`config.mk`:
```
export PLATFORM = sky130hd
export DESIGN_NAME = mtx_scanner
export DESIGN_NICKNAME = d
export VERILOG_FILES = /design/src/logic/mtx_scanner.v
export VERILOG_INCLUDE_DIRS = /design/src /design/src/inc
export SDC_FILE = /design/constraint.sdc
export NUM_CORES = 1
export LEC_CHECK = 0
export ABC_CLOCK_PERIOD_IN_PS = 2400
export BUFFER_PORTS_ARGS = -buffer_cell sky130_fd_sc_hd__buf_2
export CAP_MARGIN = 0
export CORE_ASPECT_RATIO = 2
export CORE_MARGIN = 8
export CORE_UTILIZATION = 40
export CTS_CLUSTER_SIZE = 20
export DETAILED_ROUTE_END_ITERATION = 10
export SLEW_MARGIN = 10
export SYNTH_ARGS = -nofsm -noshare
export SYNTH_HDL_FRONTEND = slang
export SYNTH_SLANG_ARGS = --single-unit
```
`constraint.sdc`:
```
create_clock -name clk -period 2.4 [get_ports clk]
set_clock_uncertainty 0.2 [all_clocks]
set_input_delay 0.48 -clock clk [delete_from_list [all_inputs] [get_ports clk]]
set_output_delay 0.48 -clock clk [all_outputs]
set_load 0.02 [all_outputs]
```
`src/inc/mtx_regs.vh`:
```
`ifndef MTX_REGS_VH
`define MTX_REGS_VH
// ============================================================
// word offsets (byte address bits 2:1)
`define MTX_OFS_CSR 2'h0
`define MTX_OFS_PARAM 2'h1
`define MTX_OFS_ENA_TX_SERVICE_REQUEST 2'h2
`define MTX_OFS_TX_HOLDING_BUFFER_MODEM 2'h3
// ============================================================
// control_status_word fields
`define MTX_CSR_SRQ 15
`define MTX_CSR_TIE 14
`define MTX_CSR_LINE_HI 10
`define MTX_CSR_LINE_LO 8
`define MTX_CSR_MSE 5
`define MTX_CSR_CLR 4
// ============================================================
// reset values and timing
`define MTX_RST_BYTE 8'h00
`define MTX_CLEAR_CYCLES 5'h10
`define MTX_BIT_CYCLES 12'h823
`define MTX_FRAME_BITS 4'ha
`endif

```
`src/logic/mtx_scanner.v`:
```
`timescale 1ns/100ps
`include "mtx_regs.vh"
module mtx_scanner (
    clk,
    rst,
    bus_addr,
    bus_wr,
    bus_rd,
    bus_be,
    bus_wdata,
    bus_rdata,
    tx_irq_req,
    txd,
    term_ready,
    carrier_pin,
    ring_pin
);
    input wire clk;
    input wire rst;
    input wire [1:0] bus_addr;
    input wire bus_wr;
    input wire bus_rd;
    input wire [1:0] bus_be;
    input wire [15:0] bus_wdata;
    output reg [15:0] bus_rdata;
    output reg tx_irq_req;
    output wire [7:0] txd;
    output reg [7:0] term_ready;
    input wire [7:0] carrier_pin;
    input wire [7:0] ring_pin;

    // ============================================================
    // helpers
    function wr_hit;
        input [1:0] a;
        input [1:0] ofs;
        input we;
        input be;
        begin
            wr_hit = we && (a == ofs) && be;
        end
    endfunction

    function [3:0] top_line;
        input [7:0] req;
        integer k;
        begin
            top_line = 4'h0;
            for (k = 0; k < 8; k = k + 1) begin
                if (req[k]) begin
                    top_line = {1'b1, k[2:0]};
                end
            end
        end
    endfunction

    function [7:0] settle;
        input [7:0] cur;
        input [7:0] st2;
        input [7:0] st3;
        begin
            settle = (cur & (st2 ^ st3)) | (st2 & ~(st2 ^ st3));
        end
    endfunction

    // ============================================================
    // registers
    reg [7:0] line_enable_reg;
    reg [7:0] line_break_control;
    reg [15:0] param_reg;
    reg tie_reg;
    reg mse_reg;
    reg srq_reg;
    reg [2:0] served_line_number;
    reg clearing_reg;
    reg [4:0] clear_cnt_reg;
    reg [11:0] bit_cnt_reg;
    reg bit_tick;
    reg [7:0] car_s1, car_s2, car_s3, carrier_inputs;
    reg [7:0] ring_s1, ring_s2, ring_s3, ring_inputs;

    wire soft_clr = clearing_reg;
    wire wr_csr_lo = wr_hit(bus_addr, `MTX_OFS_CSR, bus_wr, bus_be[0]);
    wire wr_csr_hi = wr_hit(bus_addr, `MTX_OFS_CSR, bus_wr, bus_be[1]);
    wire wr_ena = wr_hit(bus_addr, `MTX_OFS_ENA_TX_SERVICE_REQUEST, bus_wr, bus_be[0]);
    wire wr_dtr = wr_hit(bus_addr, `MTX_OFS_ENA_TX_SERVICE_REQUEST, bus_wr, bus_be[1]);
    wire wr_tx_holding_buffer = wr_hit(bus_addr, `MTX_OFS_TX_HOLDING_BUFFER_MODEM, bus_wr, bus_be[0]);
    wire wr_brk = wr_hit(bus_addr, `MTX_OFS_TX_HOLDING_BUFFER_MODEM, bus_wr, bus_be[1]);
    wire wr_param = bus_wr && (bus_addr == `MTX_OFS_PARAM);

    // ============================================================
    // control word, parameter store, device clear
    always @(posedge clk) begin
        if (rst) begin
            tie_reg <= 1'b0;
            mse_reg <= 1'b0;
            param_reg <= 16'h0000;
            clearing_reg <= 1'b0;
            clear_cnt_reg <= 5'h00;
        // fixed-length clear; terminal ready left alone
        end else if (soft_clr) begin
            tie_reg <= 1'b0;
            mse_reg <= 1'b0;
            param_reg <= 16'h0000;
            clear_cnt_reg <= clear_cnt_reg - 5'h01;
            if (clear_cnt_reg == 5'h01) begin
                clearing_reg <= 1'b0;
            end
        end else begin
            if (wr_csr_lo) begin
                mse_reg <= bus_wdata[`MTX_CSR_MSE];
                if (bus_wdata[`MTX_CSR_CLR]) begin
                    clearing_reg <= 1'b1;
                    clear_cnt_reg <= `MTX_CLEAR_CYCLES;
                end
            end
            if (wr_csr_hi) begin
                tie_reg <= bus_wdata[`MTX_CSR_TIE];
            end
            if (wr_param) begin
                param_reg <= bus_wdata;
            end
        end
    end

    // ============================================================
    // enables, break, terminal ready
    always @(posedge clk) begin
        if (rst || soft_clr) begin
            line_enable_reg <= `MTX_RST_BYTE;
            line_break_control <= `MTX_RST_BYTE;
        end else begin
            if (wr_ena) begin
                line_enable_reg <= bus_wdata[7:0];
            end
            if (wr_brk) begin
                line_break_control <= bus_wdata[15:8];
            end
        end
    end

    // terminal ready survives the soft clear
    always @(posedge clk) begin
        if (rst) begin
            term_ready <= `MTX_RST_BYTE;
        end else if (wr_dtr) begin
            term_ready <= bus_wdata[15:8];
        end
    end

    // ============================================================
    // modem inputs, own sampling path only
    always @(posedge clk) begin
        if (rst) begin
            car_s1 <= 8'h00;
            car_s2 <= 8'h00;
            car_s3 <= 8'h00;
            carrier_inputs <= 8'h00;
            ring_s1 <= 8'h00;
            ring_s2 <= 8'h00;
            ring_s3 <= 8'h00;
            ring_inputs <= 8'h00;
        end else begin
            car_s1 <= carrier_pin;
            car_s2 <= car_s1;
            car_s3 <= car_s2;
            ring_s1 <= ring_pin;
            ring_s2 <= ring_s1;
            ring_s3 <= ring_s2;
            // a level change counts once stages two and three agree
            carrier_inputs <= settle(carrier_inputs, car_s2, car_s3);
            ring_inputs <= settle(ring_inputs, ring_s2, ring_s3);
        end
    end

    // ============================================================
    // bit rate enable
    // one enable pulse shared by every line's shifter
    always @(posedge clk) begin
        if (rst || soft_clr) begin
            bit_cnt_reg <= 12'h000;
            bit_tick <= 1'b0;
        end else if (bit_cnt_reg == `MTX_BIT_CYCLES - 12'h001) begin
            bit_cnt_reg <= 12'h000;
            bit_tick <= 1'b1;
        end else begin
            bit_cnt_reg <= bit_cnt_reg + 12'h001;
            bit_tick <= 1'b0;
        end
    end

    // ============================================================
    // per-line double buffered transmitters
    wire [7:0] hold_full;
    wire [7:0] load_line;
    wire [7:0] tx_line_bit;

    genvar g;
    generate
        for (g = 0; g < 8; g = g + 1) begin : line
            reg [7:0] tx_holding_buffer;
            reg full_reg;
            reg [8:0] shift_reg;
            reg [3:0] bits_left_reg;
            reg line_bit_reg;
            assign hold_full[g] = full_reg;
            assign tx_line_bit[g] = line_bit_reg;
            assign load_line[g] = wr_tx_holding_buffer && srq_reg &&
                                  (served_line_number == g);
            // holding register drains only into an idle shifter
            always @(posedge clk) begin
                if (rst || soft_clr) begin
                    full_reg <= 1'b0;
                    tx_holding_buffer <= 8'h00;
                    shift_reg <= 9'h1ff;
                    bits_left_reg <= 4'h0;
                    line_bit_reg <= 1'b1;
                end else begin
                    if (load_line[g]) begin
                        tx_holding_buffer <= bus_wdata[7:0];
                        full_reg <= 1'b1;
                    end else if (full_reg && bits_left_reg == 4'h0) begin
                        shift_reg <= {tx_holding_buffer, 1'b0};
                        bits_left_reg <= `MTX_FRAME_BITS;
                        full_reg <= 1'b0;
                    end
                    if (bit_tick && bits_left_reg != 4'h0) begin
                        line_bit_reg <= shift_reg[0];
                        shift_reg <= {1'b1, shift_reg[8:1]};
                        bits_left_reg <= bits_left_reg - 4'h1;
                    end else if (bit_tick) begin
                        line_bit_reg <= 1'b1;
                    end
                end
            end
        end
    endgenerate

    reg [7:0] txd_reg;
    assign txd = txd_reg;
    always @(posedge clk) begin
        if (rst) begin
            txd_reg <= 8'hff;
        end else begin
            txd_reg <= tx_line_bit & ~line_break_control;
        end
    end

    // ============================================================
    // scanner
    wire [7:0] need_service = line_enable_reg & ~hold_full;
    wire [3:0] pick = top_line(need_service);

    always @(posedge clk) begin
        if (rst || soft_clr) begin
            srq_reg <= 1'b0;
            served_line_number <= 3'h0;
        // ready stands until its line is loaded or disabled
        end else if (srq_reg) begin
            if (load_line[served_line_number] ||
                !line_enable_reg[served_line_number]) begin
                srq_reg <= 1'b0;
            end
        end else if (mse_reg && pick[3]) begin
            srq_reg <= 1'b1;
            served_line_number <= pick[2:0];
        end
    end

    always @(posedge clk) begin
        if (rst) begin
            tx_irq_req <= 1'b0;
        end else begin
            tx_irq_req <= tie_reg && srq_reg && !soft_clr;
        end
    end

    // ============================================================
    // read path
    // read data registered; it stands until the next read
    always @(posedge clk) begin
        if (rst) begin
            bus_rdata <= 16'h0000;
        end else if (bus_rd) begin
            case (bus_addr)
                `MTX_OFS_CSR: begin
                    bus_rdata <= {srq_reg, tie_reg, 3'h0, served_line_number,
                                  2'h0, mse_reg, clearing_reg, 4'h0};
                end
                `MTX_OFS_PARAM: begin
                    bus_rdata <= param_reg;
                end
                `MTX_OFS_ENA_TX_SERVICE_REQUEST: begin
                    bus_rdata <= {term_ready, line_enable_reg};
                end
                `MTX_OFS_TX_HOLDING_BUFFER_MODEM: begin
                    bus_rdata <= {carrier_inputs, ring_inputs};
                end
                default: begin
                    bus_rdata <= 16'h0000;
                end
            endcase
        end
    end
endmodule

```
Yosys cells after proc, flatten, opt, wreduce, memory -nomap -nowiden:

Index checks and enable logic that the tools add are counted.

* output and inout bits: 33
* input port bits: 40
* register bits after elaboration: 338
* word-level logic and storage cells: 336

* order comparisons: 1
* eq/ne operators: 20
* add/subtract/negate cells: 10
* muxes and demuxes: 97
* reductions and logical operators: 114
* bitwise operators: 23

Operators by type and width (count)
* 2-to-1 mux 8 bit: 24
* 2-to-1 mux 4 bit: 32
* one-hot mux 16 bit (4 select lines): 1
* nonzero test 2 bit: 26
* bitwise AND 8 bit: 6
* logical AND 1 bit: 38
* AND reduction 2 bit: 18
* 2-to-1 mux 1 bit: 35
* zero test 4 bit: 8
* inverter 8 bit: 4
* nonzero test 4 bit: 8
* subtractor 4 x 1 -> 4 bit, second input constant: 8
* OR reduction 2 bit: 10
* != test 2 x 1 -> 1 bit, second input constant: 8
* OR 8 bit: 2
* XOR 8 bit: 2
* 2-to-1 mux 5 bit: 3
* adder 12 x 1 -> 12 bit, second input constant: 1
* equality test 12 bit, second input constant: 1
* equality test 3 bit, second input constant: 4
* inverter 1 bit: 9
* binary-select mux 1 bit (select 3 bit): 2
* equality test 3 x 2 -> 1 bit, second input constant: 2
* equality test 5 x 1 -> 1 bit, second input constant: 1
* other kinds (9): 12

Depth between registers and ports, before layout:

* depth in word-level cells: 13
* gate-level depth with buffers: 8
* depth with buffers taken out: 6

Worst setup path before layout:

OpenSTA, ideal clock, no wires.

* path kind: input to register
* from: input bus_addr[0]
* to: register line[0].shift_reg[6]
* buffers on the path: 4
* stages on the path: 8
* arrival time: 1.756 ns
* path slack: 0.313 ns
* path through: buf_4 -> nand4b_1 -> buf_2 -> or2_1 -> clkbuf_1 -> buf_2 -> a221oi_2 -> o21ai_1

* cells in the longest elaborated chain, start to end: 7

RTL lines
* start, declared: line mtx_scanner.v:20 `input wire [1:0] bus_addr;`
* equality test 2 bit: line mtx_scanner.v:40 `wr_hit = we && (a == ofs) && be;`
* logical AND 1 bit (2 in series): line mtx_scanner.v:40
* logical AND 1 bit (2 in series): line mtx_scanner.v:208 `assign load_line[g] = wr_tx_holding_buffer && srq_reg &&`
* != test 2 x 1 -> 1 bit (no line)
* AND reduction 2 bit (no line)
* end signal, assigned: line mtx_scanner.v:223 `shift_reg <= {tx_holding_buffer, 1'b0};`
* end signal, assigned: line mtx_scanner.v:229 `shift_reg <= {1'b1, shift_reg[8:1]};`
* end, declared: line mtx_scanner.v:203 `reg [8:0] shift_reg;`

Every way passes these cells.
A chain may end at the register's enable or synchronous reset.

Final worst setup path:

* from: register line[2].bits_left_reg[0]
* to: register line[2].shift_reg[4]

* cells in the longest elaborated chain, start to end: 4
* elaborated cells between the ends (all ways): 8
* classes of those cells: eq/ne: 1; mux: 1; reduce/logical: 6

RTL lines
* start, declared: line mtx_scanner.v:204 `reg [3:0] bits_left_reg;`
* start signal, assigned: line mtx_scanner.v:224 `` bits_left_reg <= `MTX_FRAME_BITS; ``
* start signal, assigned: line mtx_scanner.v:230 `bits_left_reg <= bits_left_reg - 4'h1;`
* nonzero test 4 bit or zero test 4 bit (tied branches): line mtx_scanner.v:227, mtx_scanner.v:222
* logical AND 1 bit (on tied branches): line mtx_scanner.v:227, mtx_scanner.v:222
* != test 2 x 1 -> 1 bit (no line) or nonzero test 2 bit (tied branches)
* AND reduction 2 bit (no line)
* end signal, assigned: line mtx_scanner.v:223
* end signal, assigned: line mtx_scanner.v:229
* end, declared: line mtx_scanner.v:203

Several ways; a longest one is shown, not always the timed one.

==> impl_metrics.toml <==
[run_status]
status = "finished, final reports clean"

[critical_path]
crit_family = "simple AND/OR/NAND/NOR gates"
crit_slowest_cell = "or3b_2"
crit_start = "line[2].bits_left_reg[0]$_SDFFE_PP0P_"
timing.rr.start = "line[2].bits_left_reg[0]$_SDFFE_PP0P_"
end_kind = "flop"
worstPathMaxFanout = 10
start_kind = "flop"
required_ns = 2.64
cp_cell_sequence = "inv_1, ha_1, or3b_2, and2_1, a221oi_1, o21ai_0"
arrival_ns = 2.44
path_buf_inv = 1
slowest_delay_ns = 0.50
path_class = "flop to flop"

[power]
total_power_mw = 11.7
pwr-share-seq = 0.487
power_frac_comb = 0.040
p_leak_nw = 5.92
p_int_mw = 9.25
switchingPower_mw = 2.47
clock_power_share = 0.473
power.density_nw_per_um2 = 738
ir_worst_vdd_mv = 0.642
swShare = 0.211

[cells_and_area]
largest_register_ffs = 72
multi_input_area_um2 = 6140
drive_gt1_frac = 0.140
register_area_um2 = 6770
layout_common_cells = "dfxtp_1 (338), nand2_1 (271), a21oi_1 (170)"
antennaDiodeCount = 0
final_nets = 1701
area_growth_syn_to_layout_pct = 17.9
fin_cells = 2102
final_common_cell = "dfxtp_1"
fin_area_um2 = 15900
n_fill_cell = 3150

[global_routing]
antenna_found_initial = 0
track_usage = 0.170
grt_overflow = 0
grt_pass1_wl_mm = 56.2
grt_max_degree = 58
first_global_vias = 10991

[floorplanning]
initial_core_util = 0.403
die_area_um2 = 40100
die_x_um = 146
rows = 95
boundaryPins = 73
core_region_area_um2 = 33400
die_h_um = 275

[min_path]
worstHoldPathType = "primary input to flop"
min_from = "rst"

[yosys]
synth_cells = 1560
synthXorXnorAreaFrac = 0.00781
ys_types = 54
synth-main-ff-cell = "dfxtp_1"
synth_area_per_cell_um2 = 8.63
synthAdderAreaFrac = 0.0177
synth_compound_area_frac = 0.166
synth_edf_count = 0
synthArstFlopShare = 0
synthesis.nets = 1619
ys_warn_count = 0
netlist_area_um2 = 13500
yosys_register_bits = 338
synth-simple-area-share = 0.227
synth.mux.area_fraction = 0.0357
synth_top_family_by_area = "simple AND/OR/NAND/NOR gates"
ys_seq_area_frac = 0.503

[place]
gp_congestion = 0.804
place_area_um2 = 14400
hpwl_mm = 24.8
port_buffers = 72
dp_cells = 2019

[clock_tree]
cts-buffers-inserted = 30
ctsHtreeMaxLevel = 1
cts_root_buffer = "clkbuf_16"
clk_path_buf_depth = 3
cts_tree = "yes"
cts.clk_slew.worst_paths_ns = 0.07
cts.sinks = 338
clk_latency_ns = 0.57

[timing]
max_freq_mhz = 453
slew_headroom = 0.469
fin_crit_sh = 0.919
final_max_slew_viol_count = 0
rsz0062_at_grt = "no"
fin_crit_ns = 2.21
hold_viol = 0
setup_tns_ns = 0
setup_viol_count_final = 0
tightest_slew_ns = 0.795

[route]
ant_nets = 0
drt_first_pass_iters = 5
drc = 0
first_iter_violations = 571
vias = 11029
via_per_inst = 5.25
wl_per_cell_um = 16.4
wl_mm = 34.5

[run]
maxCapViolCount = 0
[synth_stat cells, drive strengths merged (9+ instances only)]
| master | number | area, um^2 |
|---|---|---|
| nand2 | 271 | 1020 |
| nor2 | 116 | 435 |
| o21ai | 77 | 385 |
| nor3 | 25 | 125 |
| and3 | 65 | 407 |
| a211oi | 19 | 143 |
| buf | 32 | 161 |
| nor2b | 68 | 425 |
| a221oi | 56 | 516 |
| inv | 29 | 109 |
| nand3 | 36 | 185 |
| a21oi | 170 | 851 |
| mux2i | 21 | 210 |
| clkbuf | 83 | 312 |
| ha | 19 | 238 |
| dfxtp | 338 | 6770 |
| a22oi | 9 | 67.6 |
| nand2b | 17 | 106 |
| nor3b | 10 | 80.1 |
[metal layers]
layer | vias to the layer above | wire length [um] | global-route usage
met5 | - | 0 | 0
met4 | 0 | 1300 | 0.0763
met3 | 59 | 1110 | 0.0213
met2 | 204 | 19100 | 0.343
met1 | 5209 | 13000 | 0.169
li1 | 5557 | - | -
[final timing paths]
kind | to | slack, ns | depth (start not counted)
max | line[2].shift_reg[4]$_SDFFE_PP1P_ | 0.19 | 6
max reg2reg | line[2].shift_reg[4]$_SDFFE_PP1P_ | 0.19 | 6
min | term_ready[6]$_SDFFE_PP0P_ | 0.07 | 2
min reg2reg | car_s2[7]$_SDFF_PP0_ | 0.23 | 1
[what timing repair did]
action,in CTS,in global routing
resized for setup,0,3
hold buffers,24,0
hold endpoints to repair,39,0
setup buffers,0,3
setup endpoints to repair,0,12
[per-stage QoR]
| stage | utilization | hold WS, ns | setup slack (ns) |
|---|---|---|---|
| 6_report | 0.475 | 0.0722 | 0.195 |
| 5_1_grt | 0.475 | 0.0504 | 0.0306 |
| 4_1_cts | 0.474 | 0.0450 | 0.0269 |
| 3_5_place_dp | 0.432 | 0.226 | 0.00699 |
| 3_3_place_gp | 0.432 | 0.217 | 0.0712 |
| 2_1_floorplan | - | 0.214 | 0.313 |
[power groups by stage]
stage,Sequential [mW],Clock (mW),Combinational (mW)
after floorplan,5.85,0,0.247
after global placement,5.84,0,0.432
after detailed placement,5.84,0,0.438
after CTS,5.71,5.70,0.469
after global routing,5.72,5.93,0.501
final,5.71,5.55,0.464
[layout make-up]
cell class              count  area share
inverters                  29     0.00686
well taps                 436      0.0344
clock buffers              40      0.0548
flip-flops and latches    338       0.426
clock inverters            16      0.0183
multi-input cells        1078       0.387
repair buffers            165      0.0730
[worst register-to-register path: cells and delay by family (launching register included)]
family / cells / cell delay [ns]
and+or+nand+nor: 2 / 0.82
AOI/OAI and AO/OA: 2 / 0.46
DFF: 1 / 0.32
adders and majority gates: 1 / 0.18
buffers and inverters: 1 / 0.10
[kinds of logic (layout without fill, tap and decap cells)]
logic type | Yosys count | after routing
and+or+nand+nor | 643 | 643
DFF | 338 | 338
adders and majority gates | 19 | 19
buffers and inverters | 144 | 250
xor gates and xnor gates | 12 | 12
muxes | 37 | 37
AOI/OAI and AO/OA | 367 | 367
No activity file was read; power rests on OpenSTA's default activity.
